$ cat config.mk
export PLATFORM = sky130hd
export DESIGN_NAME = dlc_regs
export DESIGN_NICKNAME = d
export VERILOG_FILES = /design/src/core/dlc_pkg.sv /design/src/core/dlc_decode.sv /design/src/core/dlc_regs.sv
export VERILOG_INCLUDE_DIRS = /design/src /design/src/core
export SDC_FILE = /design/constraint.sdc
export NUM_CORES = 1
export LEC_CHECK = 0
export ABC_AREA = 1
export BUFFER_PORTS_ARGS = -buffer_cell sky130_fd_sc_hd__buf_2
export CORE_MARGIN = 3
export CORE_UTILIZATION = 35
export DETAILED_ROUTE_END_ITERATION = 10
export MAX_ROUTING_LAYER = met4
export PLACE_DENSITY = 0.55
export RECOVER_POWER = 50
export SYNTH_ARGS = -nofsm -noshare
export SYNTH_HDL_FRONTEND = slang
export SYNTH_SLANG_ARGS = --single-unit
$ cat constraint.sdc
create_clock -name i_clock -period 3.7 [get_ports i_clock]
set_input_delay 0.74 -clock i_clock [delete_from_list [all_inputs] [get_ports i_clock]]
set_output_delay 0.74 -clock i_clock [all_outputs]
set_load 0.005 [all_outputs]
$ cat src/core/dlc_defines.svh
// Offsets, field positions and reset values of the braking and loop config bank
// ----------------------------------------------------------------------------
// ----------------------------------------------------------------------------
`ifndef DLC_DEFINES_SVH
`define DLC_DEFINES_SVH
`define DLC_OFS_BRAKE     8'h8c
`define DLC_OFS_GAINS     8'h8e
`define DLC_OFS_POWER     8'h90
`define DLC_RST_VAL       32'h00000000
`define DLC_PARITY_BIT    31
`define DLC_MASK_BIT      19
`define DLC_WIN_MSB       18
`define DLC_WIN_LSB       16
`define DLC_THR_MSB       15
`define DLC_THR_LSB       13
`define DLC_FLOOR_MSB     12
`define DLC_FLOOR_LSB     9
`define DLC_TAPER_BIT     8
`define DLC_QUICK_BIT     7
`define DLC_CEIL_MSB      6
`define DLC_CEIL_LSB      3
`define DLC_EXIT_MSB      2
`define DLC_EXIT_LSB      0
`define DLC_KP_MSB        29
`define DLC_KP_LSB        20
`define DLC_KI_MSB        19
`define DLC_KI_LSB        8
`define DLC_OCEIL_MSB     7
`define DLC_OCEIL_LSB     5
`define DLC_OFLOOR_MSB    4
`define DLC_OFLOOR_LSB    2
`define DLC_LOOP_MSB      1
`define DLC_LOOP_LSB      0
`define DLC_SPD_MSB       30
`define DLC_SPD_LSB       15
`define DLC_DEAD_BIT      14
`define DLC_PWR_MSB       13
`define DLC_PWR_LSB       4
`define DLC_HYST_MSB      3
`define DLC_HYST_LSB      2
`define DLC_PMODE_MSB     1
`define DLC_PMODE_LSB     0
`endif

$ cat src/core/dlc_pkg.sv
// Types shared by the braking and loop config bank
package dlc_pkg;
  // Regulation loop selector codes
  typedef enum logic [1:0] {
    DLC_LOOP_OFF   = 2'b00,
    DLC_LOOP_SPEED = 2'b01,
    DLC_LOOP_POWER = 2'b10,
    DLC_LOOP_RSVD  = 2'b11
  } dlc_loop_t;
  // Input power regulation codes
  typedef enum logic [1:0] {
    DLC_PWR_OFF    = 2'b00,
    DLC_PWR_CLOSED = 2'b01,
    DLC_PWR_LIMIT  = 2'b10,
    DLC_PWR_RSVD   = 2'b11
  } dlc_pmode_t;
endpackage : dlc_pkg

$ cat src/core/dlc_decode.sv
// Field decoder: coded settings to scaled values
`timescale 1ns/100ps
`include "dlc_defines.svh"
module dlc_decode
  import dlc_pkg::*;
(
  input  wire logic [31:0] i_brake,
  input  wire logic [31:0] i_gains,
  input  wire logic [31:0] i_power,
  output logic [7:0]       o_win_pct,
  output logic [9:0]       o_thr_pct,
  output logic [10:0]      o_floor_mv,
  output logic [10:0]      o_ceil_mv,
  output logic [5:0]       o_exit_pct,
  output logic [9:0]       o_oceil_pct,
  output logic [7:0]       o_ofloor_pct,
  output logic [6:0]       o_hyst_pct,
  output logic             o_bad_code
);
  // ----------------------------------------------------------------
  // Lookup functions, percentages in tenths
  // ----------------------------------------------------------------
  function automatic logic [7:0] pct_low(input logic [2:0] c);
    case (c)
      3'h0:    pct_low = 8'd0;
      3'h1:    pct_low = 8'd25;
      3'h2:    pct_low = 8'd50;
      3'h3:    pct_low = 8'd75;
      3'h4:    pct_low = 8'd100;
      3'h5:    pct_low = 8'd150;
      3'h6:    pct_low = 8'd200;
      default: pct_low = 8'd250;
    endcase
  endfunction : pct_low

  function automatic logic [9:0] pct_high(input logic [2:0] c);
    pct_high = 10'd1000 - 10'd50 * {7'h0, c};
  endfunction : pct_high

  // Code 0 is reserved and decodes to 0 mV
  function automatic logic [10:0] sense_mv(input logic [3:0] c);
    sense_mv = 11'd100 * {7'h0, c};
  endfunction : sense_mv

  // ----------------------------------------------------------------
  // Decode
  // ----------------------------------------------------------------
  always_comb
  begin
    o_win_pct    = pct_low(i_brake[`DLC_WIN_MSB:`DLC_WIN_LSB]);
    o_thr_pct    = pct_high(i_brake[`DLC_THR_MSB:`DLC_THR_LSB]);
    o_floor_mv   = sense_mv(i_brake[`DLC_FLOOR_MSB:`DLC_FLOOR_LSB]);
    o_ceil_mv    = sense_mv(i_brake[`DLC_CEIL_MSB:`DLC_CEIL_LSB]);
    o_oceil_pct  = pct_high(i_gains[`DLC_OCEIL_MSB:`DLC_OCEIL_LSB]);
    o_ofloor_pct = pct_low(i_gains[`DLC_OFLOOR_MSB:`DLC_OFLOOR_LSB]);
    case (i_brake[`DLC_EXIT_MSB:`DLC_EXIT_LSB])
      3'h6:    o_exit_pct = 6'd40;
      3'h7:    o_exit_pct = 6'd50;
      default: o_exit_pct = 6'd5 * {3'h0, i_brake[`DLC_EXIT_MSB:`DLC_EXIT_LSB]} + 6'd5;
    endcase
    o_hyst_pct = 7'd25 * {5'h0, i_power[`DLC_HYST_MSB:`DLC_HYST_LSB]} + 7'd50;
    // Reserved codes flagged so firmware slips are visible
    o_bad_code = (i_brake[`DLC_FLOOR_MSB:`DLC_FLOOR_LSB] == 4'h0)
               || (i_brake[`DLC_CEIL_MSB:`DLC_CEIL_LSB] == 4'h0)
               || (i_gains[`DLC_LOOP_MSB:`DLC_LOOP_LSB] == DLC_LOOP_RSVD)
               || (i_power[`DLC_PMODE_MSB:`DLC_PMODE_LSB] == DLC_PWR_RSVD);
  end
endmodule : dlc_decode

$ cat src/core/dlc_regs.sv
// Braking and regulation loop configuration register bank
`timescale 1ns/100ps
`include "dlc_defines.svh"
module dlc_regs
  import dlc_pkg::*;
#(
  parameter int ADDR_W = 8
)
(
  input  wire logic              i_clock,
  input  wire logic              i_rst,
  input  wire logic [ADDR_W-1:0] i_addr,
  input  wire logic [31:0]       i_wdata,
  input  wire logic              i_wr,
  input  wire logic              i_rd,
  output logic [31:0]            o_rdata,
  output logic                   o_comparator_mask_on,
  output logic                   o_current_limit_taper_on,
  output logic                   o_quick_braking_on,
  output logic                   o_dead_interval_correction_on,
  output logic [7:0]             o_braking_duty_window,
  output logic [9:0]             o_braking_duty_limit,
  output logic [10:0]            o_braking_current_floor,
  output logic [10:0]            o_braking_current_ceiling,
  output logic [5:0]             o_braking_exit_margin,
  output logic [9:0]             o_loop_proportional_gain,
  output logic [11:0]            o_loop_integral_gain,
  output logic [9:0]             o_loop_output_ceiling,
  output logic [7:0]             o_loop_output_floor,
  output dlc_loop_t              o_loop_mode,
  output logic [15:0]            o_max_speed,
  output logic [9:0]             o_max_power,
  output logic [6:0]             o_power_regulation_hysteresis,
  output dlc_pmode_t             o_power_mode,
  output logic                   o_bad_code
);
  // ----------------------------------------------------------------
  // Elaboration check
  // ----------------------------------------------------------------
  // Offsets are eight bits wide, a narrower bus cannot reach them
  if (ADDR_W < 8)
  begin : g_chk
    $error("ADDR_W must be at least 8");
  end

  // ----------------------------------------------------------------
  // Storage
  // ----------------------------------------------------------------
  logic [31:0] brake;
  logic [31:0] gains;
  logic [31:0] power;
  logic        hit_brake;
  logic        hit_gains;
  logic        hit_power;

  // Upper address bits must be zero for a hit
  assign hit_brake = (i_addr == ADDR_W'(`DLC_OFS_BRAKE));
  assign hit_gains = (i_addr == ADDR_W'(`DLC_OFS_GAINS));
  assign hit_power = (i_addr == ADDR_W'(`DLC_OFS_POWER));

  // Full word write keeps parity and reserved bits as given
  always_ff @(posedge i_clock)
  begin
    if (i_rst)
    begin
      brake <= `DLC_RST_VAL;
    end
    else if (i_wr && hit_brake)
    begin
      brake <= i_wdata;
    end
  end

  always_ff @(posedge i_clock)
  begin
    if (i_rst)
    begin
      gains <= `DLC_RST_VAL;
    end
    else if (i_wr && hit_gains)
    begin
      gains <= i_wdata;
    end
  end

  always_ff @(posedge i_clock)
  begin
    if (i_rst)
    begin
      power <= `DLC_RST_VAL;
    end
    else if (i_wr && hit_power)
    begin
      power <= i_wdata;
    end
  end

  // ----------------------------------------------------------------
  // Read port
  // ----------------------------------------------------------------
  // Data stand one cycle after the strobe only; unmapped reads give zero
  always_ff @(posedge i_clock)
  begin
    if (i_rst || !i_rd)
    begin
      o_rdata <= 32'h0;
    end
    else if (hit_brake)
    begin
      o_rdata <= brake;
    end
    else if (hit_gains)
    begin
      o_rdata <= gains;
    end
    else if (hit_power)
    begin
      o_rdata <= power;
    end
    else
    begin
      o_rdata <= 32'h0;
    end
  end

  // ----------------------------------------------------------------
  // Decoder
  // ----------------------------------------------------------------
  logic [7:0]  dec_win;
  logic [9:0]  dec_thr;
  logic [10:0] dec_floor;
  logic [10:0] dec_ceil;
  logic [5:0]  dec_exit;
  logic [9:0]  dec_oceil;
  logic [7:0]  dec_ofloor;
  logic [6:0]  dec_hyst;
  logic        dec_bad;

  dlc_decode u_decode (
    .i_brake      (brake),
    .i_gains      (gains),
    .i_power      (power),
    .o_win_pct    (dec_win),
    .o_thr_pct    (dec_thr),
    .o_floor_mv   (dec_floor),
    .o_ceil_mv    (dec_ceil),
    .o_exit_pct   (dec_exit),
    .o_oceil_pct  (dec_oceil),
    .o_ofloor_pct (dec_ofloor),
    .o_hyst_pct   (dec_hyst),
    .o_bad_code   (dec_bad)
  );

  // ----------------------------------------------------------------
  // Braking outputs
  // ----------------------------------------------------------------
  // Registered so consumers see glitch free settings, one cycle late
  always_ff @(posedge i_clock)
  begin
    if (i_rst)
    begin
      o_comparator_mask_on     <= 1'b0;
      o_current_limit_taper_on <= 1'b0;
      o_quick_braking_on       <= 1'b0;
      o_braking_duty_window    <= 8'h0;
      o_braking_duty_limit     <= 10'h0;
      o_braking_current_floor  <= 11'h0;
      o_braking_current_ceiling <= 11'h0;
      o_braking_exit_margin    <= 6'h0;
    end
    else
    begin
      o_comparator_mask_on     <= brake[`DLC_MASK_BIT];
      o_current_limit_taper_on <= brake[`DLC_TAPER_BIT];
      o_quick_braking_on       <= brake[`DLC_QUICK_BIT];
      o_braking_duty_window    <= dec_win;
      o_braking_duty_limit     <= dec_thr;
      o_braking_current_floor  <= dec_floor;
      o_braking_current_ceiling <= dec_ceil;
      o_braking_exit_margin    <= dec_exit;
    end
  end

  // ----------------------------------------------------------------
  // Loop outputs
  // ----------------------------------------------------------------
  // Gains leave raw; scaling by 1e4 and 1e6 belongs to the loop math
  always_ff @(posedge i_clock)
  begin
    if (i_rst)
    begin
      o_loop_proportional_gain <= 10'h0;
      o_loop_integral_gain     <= 12'h0;
      o_loop_output_ceiling    <= 10'h0;
      o_loop_output_floor      <= 8'h0;
      o_loop_mode              <= DLC_LOOP_OFF;
    end
    else
    begin
      o_loop_proportional_gain <= gains[`DLC_KP_MSB:`DLC_KP_LSB];
      o_loop_integral_gain     <= gains[`DLC_KI_MSB:`DLC_KI_LSB];
      o_loop_output_ceiling    <= dec_oceil;
      o_loop_output_floor      <= dec_ofloor;
      o_loop_mode              <= dlc_loop_t'(gains[`DLC_LOOP_MSB:`DLC_LOOP_LSB]);
    end
  end

  // ----------------------------------------------------------------
  // Power outputs
  // ----------------------------------------------------------------
  always_ff @(posedge i_clock)
  begin
    if (i_rst)
    begin
      o_dead_interval_correction_on <= 1'b0;
      o_max_speed                   <= 16'h0;
      o_max_power                   <= 10'h0;
      o_power_regulation_hysteresis <= 7'h0;
      o_power_mode                  <= DLC_PWR_OFF;
      o_bad_code                    <= 1'b0;
    end
    else
    begin
      o_dead_interval_correction_on <= power[`DLC_DEAD_BIT];
      o_max_speed                   <= power[`DLC_SPD_MSB:`DLC_SPD_LSB];
      o_max_power                   <= power[`DLC_PWR_MSB:`DLC_PWR_LSB];
      o_power_regulation_hysteresis <= dec_hyst;
      o_power_mode                  <= dlc_pmode_t'(power[`DLC_PMODE_MSB:`DLC_PMODE_LSB]);
      o_bad_code                    <= dec_bad;
    end
  end
endmodule : dlc_regs

==> impl_metrics.xml, run 1 <==
<?xml version="1.0" encoding="UTF-8"?>
<metrics>
  <group name="die">
    <metric name="die_area" unit="mm^2">0.0311</metric>
    <metric name="core_region_area" unit="mm^2">0.0282</metric>
    <metric name="starting_density_of_the_core" unit="%">36.0</metric>
    <metric name="std_cell_rows" unit="">61</metric>
    <metric name="io_pins" unit="">204</metric>
    <metric name="die_height" unit="um">176</metric>
    <metric name="die-width" unit="um">176</metric>
  </group>
  <group name="route">
    <metric name="detailed_route_iter0_violations" unit="">517</metric>
    <metric name="drt_pre_antenna_iters" unit="">5</metric>
    <metric name="route.final.wire_length" unit="um">27500</metric>
    <metric name="wl_per_cell" unit="um">14.1</metric>
    <metric name="via_count" unit="">8678</metric>
    <metric name="post-route-drc-count" unit="">0</metric>
    <metric name="route.detailed.vias_per_inst" unit="">4.45</metric>
    <metric name="ant_nets" unit="">0</metric>
  </group>
  <group name="timing">
    <metric name="slew-limit-headroom" unit="%">2.58</metric>
    <metric name="final-setup-viol-count" unit="">0</metric>
    <metric name="worst-slew-pin-transition" unit="ns">1.46</metric>
    <metric name="fin_crit" unit="ns">2.17</metric>
    <metric name="worst_hold_slack" unit="ns">0.440</metric>
    <metric name="setup_tns" unit="ns">0</metric>
    <metric name="fmaxAchievable" unit="GHz">0.461</metric>
    <metric name="period_share" unit="%">58.6</metric>
    <metric name="skew" unit="ns">0.0167</metric>
    <metric name="timing.final.hold_violations" unit="">0</metric>
    <metric name="final-max-slew-violation-count" unit="">0</metric>
    <metric name="grt_setup_unrepaired" unit="">no</metric>
  </group>
  <group name="setup_path">
    <metric name="worstReg2RegEnd" unit="">o_braking_current_floor[10]</metric>
    <metric name="reg2regPathDepth" unit="">11</metric>
    <metric name="crit_path_capture_type" unit="">flip-flop</metric>
    <metric name="worstSetupStartpoint" unit="">i_rst</metric>
    <metric name="crit_start_category" unit="">input port</metric>
    <metric name="cp_cell_sequence" unit="">buf_4 &gt; clkbuf_2 &gt; o22ai_1</metric>
    <metric name="timing.critical_path.slowest_cell_delay" unit="ns">1.12</metric>
    <metric name="critPathSlowestCell" unit="">clkbuf_2</metric>
    <metric name="crit_fanout" unit="">67</metric>
    <metric name="critPathKind" unit="">in2reg</metric>
    <metric name="rr_startpoint" unit="">brake[10]</metric>
    <metric name="cpLargestDelayFamily" unit="">buffers and inverters</metric>
    <metric name="critPathBufInv" unit="">2</metric>
    <metric name="arrival" unit="ns">2.51</metric>
    <metric name="worstPathRequired" unit="ns">4.04</metric>
    <metric name="setup_slack_reg_to_reg" unit="ns">1.74</metric>
  </group>
  <group name="place">
    <metric name="gp_congestion" unit="">0.763</metric>
    <metric name="placed_cell_area" unit="mm^2">0.0114</metric>
    <metric name="placement.io_buffers" unit="">197</metric>
    <metric name="dp_hpwl" unit="um">18000</metric>
  </group>
  <group name="min_path">
    <metric name="worst_hold_class" unit="">reg2reg</metric>
    <metric name="timing.hold.worst.start" unit="">gains[12]</metric>
    <metric name="hold_depth" unit="">2</metric>
    <metric name="min_delay_worst_endpoint" unit="">o_loop_integral_gain[4]</metric>
  </group>
  <group name="pwr">
    <metric name="p_int" unit="mW">4.37</metric>
    <metric name="power_frac_seq" unit="%">48.0</metric>
    <metric name="power_switching_share" unit="%">22.2</metric>
    <metric name="ir_drop" unit="mV">0.298</metric>
    <metric name="netSwitchingPower" unit="mW">1.25</metric>
    <metric name="power.static_leakage" unit="nW">6.74</metric>
    <metric name="power.share.combinational" unit="%">3.3</metric>
    <metric name="share_clk_of_total_power" unit="%">48.7</metric>
    <metric name="power.density" unit="mW/mm^2">460</metric>
  </group>
  <group name="synthesis">
    <metric name="most_used_flip_flop_cell_after_synthesis" unit="">dfxtp_1</metric>
    <metric name="syn-mean-instance-area" unit="um^2">7.35</metric>
    <metric name="ys_async_sr_fraction" unit="%">0</metric>
    <metric name="post_synth_edffs" unit="">0</metric>
    <metric name="synth_top_cells_by_area" unit="">dfxtp_1 49%, nand2_1 12%, nor2_1 11%, inv_1 7.2%, nand3_1 6.4%</metric>
    <metric name="post_synth_instance_area" unit="mm^2">0.0102</metric>
    <metric name="netlist_instances" unit="">1384</metric>
    <metric name="post-synth-top-area-cell" unit="">dfxtp_1</metric>
    <metric name="number_of_flip_flops_and_latches_in_the_synthesized_netlist" unit="">249</metric>
    <metric name="ys_types" unit="">27</metric>
    <metric name="synth_sequential_area_ratio" unit="%">49.0</metric>
    <metric name="synthesis.yosys.warnings" unit="">0</metric>
    <metric name="synth_top_area_share" unit="%">49.0</metric>
  </group>
  <group name="clocking">
    <metric name="cts.htree.levels" unit="">1</metric>
    <metric name="cts_repair_resize_count" unit="">0</metric>
    <metric name="clkSlewWorstSetupHoldPaths" unit="ns">0.06</metric>
    <metric name="postCtsSetupRepairBufs" unit="">0</metric>
    <metric name="cts_hold_buffers" unit="">0</metric>
    <metric name="cts.sink_count" unit="">249</metric>
    <metric name="clock_tree.buffer_depth" unit="">3</metric>
    <metric name="cts_inserted_buffers" unit="">28</metric>
    <metric name="cts_tree" unit="">done</metric>
    <metric name="worst_skew_pair.late_latency" unit="ns">0.54</metric>
    <metric name="cts_root_buf" unit="">clkbuf_16</metric>
  </group>
  <group name="grt">
    <metric name="overflow" unit="">0</metric>
    <metric name="grt_start_max_net_pins" unit="">76</metric>
    <metric name="global_route_wire_length_before_repair" unit="um">44100</metric>
    <metric name="grt_pass1_vias" unit="">8323</metric>
    <metric name="number_of_antenna_violations_at_the_first_check_in_global_routing" unit="">1</metric>
    <metric name="grt_util_all_layers" unit="%">17.8</metric>
  </group>
  <group name="outcome">
    <metric name="status" unit="">complete, no violations</metric>
  </group>
  <group name="job">
    <metric name="max-cap-violations" unit="">0</metric>
  </group>
  <group name="cells_and_area">
    <metric name="final_layout_size_suffix_gt1_share" unit="%">14.8</metric>
    <metric name="area_growth_from_synthesis_to_layout" unit="%">20.2</metric>
    <metric name="fillerInstances" unit="">3000</metric>
    <metric name="final_net_count" unit="">1643</metric>
    <metric name="fin_area" unit="mm^2">0.0122</metric>
  </group>
</metrics>
[cell usage in the layout, fill, tap and decap left out, types with 2 or more instances in the layout]
cell type   count
a21oi_1        30
buf_2         150
buf_4           8
bufinv_16       2
clkbuf_1       51
clkbuf_16      29
clkbuf_8        3
clkinv_1        2
clkinv_2        6
clkinv_4        2
clkinvlp_4      3
conb_1          6
dfxtp_1       249
fa_1            2
ha_1           45
inv_1         196
inv_2           3
nand2_1       313
nand2_2         4
nand3_1       130
nand3_2        10
nand3_4         3
nand4_1         2
nor2_1        290
nor2_4          6
nor3_1          2
o21ai_0        15
o21bai_1        2
o22ai_1         2
xor2_1          2
[worst min-delay path: stages (launching register included)]
cell and delay, ns:
dfxtp_1 0.31, inv_1 0.06, nor2_1 0.04
[synthesized netlist by cell type (2+ instances only)]
master / n
o21ai_0: 15
inv_1: 196
ha_1: 45
clkbuf_1: 21
nand3_4: 2
buf_1: 12
fa_1: 2
nor2_1: 291
nand3_2: 11
o21bai_1: 2
o22ai_1: 2
dfxtp_1: 249
nand4_1: 2
buf_4: 10
clkinv_1: 2
nand2_1: 314
nand2_2: 3
buf_2: 25
buf_6: 5
nor2_4: 5
nor3_1: 2
nand3_1: 130
xor2_1: 2
a21oi_1: 30
inv_2: 4
[flip-flops by register name, indices dropped and copies added (netlist names), 6 cells and up]
| signal | count |
|---|---|
| o_loop_output_floor | 8 |
| power | 32 |
| o_braking_current_ceiling | 9 |
| o_braking_exit_margin | 6 |
| o_loop_integral_gain | 12 |
| o_braking_duty_limit | 9 |
| gains | 32 |
| o_power_regulation_hysteresis | 6 |
| brake | 32 |
| o_loop_proportional_gain | 10 |
| o_braking_duty_window | 8 |
| o_max_speed | 16 |
| o_loop_output_ceiling | 9 |
| o_rdata | 32 |
| o_max_power | 10 |
| o_braking_current_floor | 9 |
[final cells by class]
cell class	instances	area (um^2)	share of cell area [%]
antenna	1	2.50	0.0205
clock buffer	37	786	6.43
clock inverter	13	130	1.06
inverter	202	761	6.22
multi-input combinational	865	4080	33.4
sequential	249	4980	40.8
tap	378	473	3.87
timing repair buffer	206	1010	8.25
[power groups by stage]
stage	clock, mW	sequential (mW)	combinational, mW
finish	2.74	2.70	0.185
global route	2.93	2.70	0.204
CTS	2.82	2.70	0.188
detailed placement	0	2.76	0.187
global placement	0	2.76	0.188
floorplan	0	2.76	0.101
[cell families (layout without fill, tap and decap cells)]
kind of cell               count (synthesis)  count (layout)  share of synthesized area, %
AOI/OAI and AO/OA                         50              50                          2.55
xor gates and xnor gates                   2               2                         0.172
adders and majority gates                 47              47                          5.93
buffers and inverters                    275             458                          11.2
DFF                                      249             249                          49.0
other                                      1               7                        0.0369
and+or+nand+nor                          760             760                          31.1
[through the flow]
stage | power [mW] | setup slack [ns] | std cells | utilization, %
global route | 5.83 | 1.35 | 1951 | 43.3
detailed placement | 2.95 | 1.03 | 1900 | 40.3
CTS | 5.70 | 1.56 | 1950 | 43.5
finish | 5.62 | 1.53 | 1951 | 43.3
floorplan | 2.86 | 1.96 | 1389 | -
global placement | 2.95 | 1.11 | 1900 | 40.3
[worst max path at each step]
stage	to	cells after the start
2_1_floorplan	o_braking_current_floor[10]	11
3_3_place_gp	o_rdata[0]	9
3_5_place_dp	brake[10]	7
4_1_cts	brake[2]	7
5_1_grt	brake[10]	7
6_report	o_loop_output_floor[1]	3
[layer usage]
| metal | wire length [um] | vias to the layer above | global-route usage (%) |
|---|---|---|---|
| li1 | - | 4482 | - |
| met1 | 13000 | 3945 | 23.6 |
| met2 | 12500 | 229 | 29.4 |
| met3 | 1680 | 22 | 2.92 |
| met4 | 257 | 0 | 2.85 |
| met5 | 0 | - | - |
Power figures use the tool's default switching activity.
==> inputs of run 2 (changes only) <==
--- a/config.mk
+++ b/config.mk
@@ -6,13 +6,13 @@
 export SDC_FILE = /design/constraint.sdc
 export NUM_CORES = 1
 export LEC_CHECK = 0
-export ABC_AREA = 1
+export ABC_AREA = 0
 export BUFFER_PORTS_ARGS = -buffer_cell sky130_fd_sc_hd__buf_2
 export CORE_MARGIN = 3
 export CORE_UTILIZATION = 35
 export DETAILED_ROUTE_END_ITERATION = 10
 export MAX_ROUTING_LAYER = met4
-export PLACE_DENSITY = 0.55
+export PLACE_DENSITY = 0.58
 export RECOVER_POWER = 50
 export SYNTH_ARGS = -nofsm -noshare
 export SYNTH_HDL_FRONTEND = slang
==> constraint.sdc (replaced) <==
create_clock -name i_clock -period 1.85 [get_ports i_clock]
set_input_delay 0.37 -clock i_clock [delete_from_list [all_inputs] [get_ports i_clock]]
set_output_delay 0.37 -clock i_clock [all_outputs]
set_load 0.005 [all_outputs]
==> run 2 against run 1 <==
Net effect:
- area after synthesis shrank 10%
- critical path type is now reg2reg
- non-clock buffer count up 46
- count of clock-buffer cells in the layout down 4
- clock power rose by 100%
- first-iteration DRC count fell by 40%
- sequential share of layout area rose by 1.5 points
- combinational power is 65% higher
- cell count down 21%
- die area down 9.8%
- sequential power is 100% higher
- hold slack got worse by 0.33 ns
- clock skew fell by 0.0088 ns
==> impl_metrics.xml, run 2 <==
<?xml version="1.0" encoding="UTF-8"?>
<metrics>
  <group name="die">
    <metric name="io_pins" unit="">204</metric>
    <metric name="die-width" unit="um">168</metric>
    <metric name="die_area" unit="mm^2">0.0281</metric>
    <metric name="std_cell_rows" unit="">58</metric>
    <metric name="die_height" unit="um">168</metric>
    <metric name="core_region_area" unit="mm^2">0.0254</metric>
    <metric name="starting_density_of_the_core" unit="%">36.0</metric>
  </group>
  <group name="clocking">
    <metric name="cts.sink_count" unit="">249</metric>
    <metric name="clkSlewWorstSetupHoldPaths" unit="ns">0.06</metric>
    <metric name="clock_tree.buffer_depth" unit="">3</metric>
    <metric name="cts_inserted_buffers" unit="">27</metric>
    <metric name="cts_tree" unit="">done</metric>
    <metric name="cts.htree.levels" unit="">1</metric>
    <metric name="cts_hold_buffers" unit="">0</metric>
    <metric name="worst_skew_pair.late_latency" unit="ns">0.52</metric>
    <metric name="cts_root_buf" unit="">clkbuf_16</metric>
  </group>
  <group name="setup_path">
    <metric name="setup_slack_reg_to_reg" unit="ns">0.08</metric>
    <metric name="crit_path_capture_type" unit="">flip-flop</metric>
    <metric name="worstReg2RegEnd" unit="">o_braking_current_ceiling[10]</metric>
    <metric name="critPathKind" unit="">reg2reg</metric>
    <metric name="worstSetupStartpoint" unit="">brake[3]</metric>
    <metric name="rr_startpoint" unit="">brake[3]</metric>
    <metric name="arrival" unit="ns">2.18</metric>
    <metric name="reg2regPathDepth" unit="">7</metric>
    <metric name="crit_start_category" unit="">flip-flop</metric>
    <metric name="worstPathRequired" unit="ns">2.26</metric>
    <metric name="crit_path_end" unit="">o_braking_current_ceiling[10]</metric>
    <metric name="crit_fanout" unit="">2</metric>
  </group>
  <group name="pwr">
    <metric name="power_switching_share" unit="%">21.0</metric>
    <metric name="p_int" unit="mW">8.93</metric>
    <metric name="share_clk_of_total_power" unit="%">49.6</metric>
    <metric name="power.share.combinational" unit="%">2.7</metric>
    <metric name="netSwitchingPower" unit="mW">2.38</metric>
    <metric name="power_frac_seq" unit="%">47.7</metric>
    <metric name="power.density" unit="mW/mm^2">957</metric>
    <metric name="overall_power" unit="mW">11.3</metric>
    <metric name="ir_drop" unit="mV">0.651</metric>
    <metric name="power.static_leakage" unit="nW">4.98</metric>
  </group>
  <group name="cells_and_area">
    <metric name="final_net_count" unit="">1272</metric>
    <metric name="mostFrequentLayoutCell" unit="">dfxtp_1</metric>
    <metric name="final_layout_size_suffix_gt1_share" unit="%">25.6</metric>
    <metric name="final_cell_mix" unit="">244 x dfxtp_1, 167 x buf_2, 130 x nand2_1</metric>
    <metric name="area_growth_from_synthesis_to_layout" unit="%">29.3</metric>
  </group>
  <group name="synthesis">
    <metric name="yosysMostFrequentCell" unit="">dfxtp_1</metric>
    <metric name="post_synth_edffs" unit="">0</metric>
    <metric name="synthTopCellsByCount" unit="">249 x dfxtp_1, 130 x nand2_1, 94 x a21oi_1</metric>
    <metric name="synth_sequential_area_ratio" unit="%">54.6</metric>
    <metric name="post_synth_instance_area" unit="mm^2">0.00914</metric>
    <metric name="most_used_flip_flop_cell_after_synthesis" unit="">dfxtp_1</metric>
    <metric name="ys_async_sr_fraction" unit="%">0</metric>
    <metric name="number_of_flip_flops_and_latches_in_the_synthesized_netlist" unit="">249</metric>
    <metric name="netlist_instances" unit="">955</metric>
    <metric name="synth_top_area_share" unit="%">54.6</metric>
    <metric name="synthesis.yosys.warnings" unit="">0</metric>
    <metric name="syn-mean-instance-area" unit="um^2">9.57</metric>
    <metric name="ys_types" unit="">44</metric>
    <metric name="post-synth-top-area-cell" unit="">dfxtp_1</metric>
    <metric name="synth_top_cells_by_area" unit="">dfxtp_1 55%, ha_1 6.2%, nand2_1 5.3%, nor2b_1 5.3%, a21oi_1 5.1%</metric>
  </group>
  <group name="timing">
    <metric name="setup_slack_after_layout" unit="ns">0.0751</metric>
    <metric name="fmaxAchievable" unit="GHz">0.563</metric>
    <metric name="final-max-slew-violation-count" unit="">0</metric>
    <metric name="slew-limit-headroom" unit="%">8.86</metric>
    <metric name="fin_crit" unit="ns">1.77</metric>
    <metric name="setup_tns" unit="ns">0</metric>
    <metric name="worst-slew-pin-transition" unit="ns">1.37</metric>
    <metric name="timing.final.hold_violations" unit="">0</metric>
    <metric name="final-setup-viol-count" unit="">0</metric>
    <metric name="grt_setup_unrepaired" unit="">yes</metric>
    <metric name="skew" unit="ns">0.00788</metric>
    <metric name="period_share" unit="%">95.9</metric>
  </group>
  <group name="job">
    <metric name="max-cap-violations" unit="">0</metric>
  </group>
  <group name="grt">
    <metric name="grt_start_max_net_pins" unit="">59</metric>
    <metric name="grt_pass1_vias" unit="">6945</metric>
    <metric name="overflow" unit="">0</metric>
    <metric name="grt_util_all_layers" unit="%">17.2</metric>
    <metric name="global_route_wire_length_before_repair" unit="um">38100</metric>
    <metric name="number_of_antenna_violations_at_the_first_check_in_global_routing" unit="">2</metric>
  </group>
  <group name="route">
    <metric name="route.detailed.vias_per_inst" unit="">4.63</metric>
    <metric name="drt_pre_antenna_iters" unit="">5</metric>
    <metric name="post-route-drc-count" unit="">0</metric>
    <metric name="via_count" unit="">7100</metric>
    <metric name="wl_per_cell" unit="um">15.9</metric>
    <metric name="detailed_route_iter0_violations" unit="">309</metric>
    <metric name="route.final.wire_length" unit="um">24300</metric>
    <metric name="ant_nets" unit="">0</metric>
  </group>
  <group name="place">
    <metric name="dp_hpwl" unit="um">16400</metric>
    <metric name="placement.io_buffers" unit="">197</metric>
    <metric name="pre_cts_slack" unit="ns">-0.148</metric>
    <metric name="gp_congestion" unit="">0.810</metric>
  </group>
  <group name="min_path">
    <metric name="worst_hold_class" unit="">in2reg</metric>
  </group>
  <group name="outcome">
    <metric name="status" unit="">complete, no violations</metric>
  </group>
</metrics>
run 2: cell count changes after synthesis, moves of 19 or more:
cell / change
a21oi_1: +64
clkbuf_1: +19
inv_1: -164
mux2_2: +19
mux2i_1: +31
nand2_1: -184
nand3_1: -127
nor2_1: -212
nor2b_1: +77
o21ai_0: +53
run 2: cells by family (layout without fill, tap and decap cells):
kind of cell | count (synthesis) | after routing | share of synthesized area (%)
multiplexers | 52 | 52 | 5.98
other | 1 | 8 | 0.0410
buffers and inverters | 92 | 333 | 4.41
AO/OA/AOI/OAI | 178 | 178 | 10.2
AND/OR/NAND/NOR | 321 | 321 | 16.8
XOR/XNOR | 15 | 15 | 1.44
adder cells (fa/ha/maj) | 47 | 47 | 6.60
flip-flops | 249 | 249 | 54.6
run 2: how the worst min path moves through the flow:
stage,start,endpoint,cells past startpoint
3_3_place_gp,brake[31],brake[31],2
3_5_place_dp,brake[31],brake[31],2
4_1_cts,i_wdata[28],brake[28],3
6_report,i_wdata[12],gains[12],3
2_1_floorplan,power[3],o_power_regulation_hysteresis[1],1
5_1_grt,i_wdata[28],gains[28],3
run 2: power groups by stage:
stage               sequential [mW]  combinational (mW)  clock (mW)
global placement               5.51               0.313           0
finish                         5.39               0.305        5.61
CTS                            5.39               0.316        5.77
detailed placement             5.51               0.315           0
global route                   5.39               0.338        6.00
floorplan                      5.52               0.143           0
run 2: critical path, stage by stage (launching register included):
cell and delay (ns):
dfxtp_2 0.33, inv_1 0.05, ha_1 0.29, ha_2 0.20, fa_2 0.37, a31oi_2 0.17
xor2_1 0.20, nor2_1 0.06
run 2: cell type report:
cell class | count | area (um^2)
Multi-Input combinational cell | 619 | 3820
Inverter | 32 | 120
Tap cell | 330 | 413
Timing Repair Buffer | 252 | 1530
Clock buffer | 33 | 708
Antenna cell | 2 | 5.00
Clock inverter | 16 | 223
Sequential cell | 249 | 4990
Fill cell | 2472 | 13600
run 2: layer usage:
layer  track usage (%)  wire [um]  up-vias
li1                  -          -     3578
met1              22.6      11100     3290
met2              27.4      11300      197
met3              2.90       1300       35
met4              4.80        586        0
met5                 -          0        -
run 2: through the flow:
step / cell area (um^2) / hold WS (ns) / utilization, % / std cells
after floorplan: 9160 / 0.425 / - / 960
after global placement: 10900 / 0.435 / 42.9 / 1481
after detailed placement: 10900 / 0.440 / 42.9 / 1481
after CTS: 11800 / 0.0848 / 46.6 / 1530
after global routing: 11800 / 0.102 / 46.5 / 1533
final: 11800 / 0.113 / 46.5 / 1533
run 2: what timing repair did:
action                                  in CTS  in global routing
pin swaps                                    2                  1
endpoints found under the setup margin       2                  3
buffers inserted                             0                  1
gates resized for setup                      3                  9
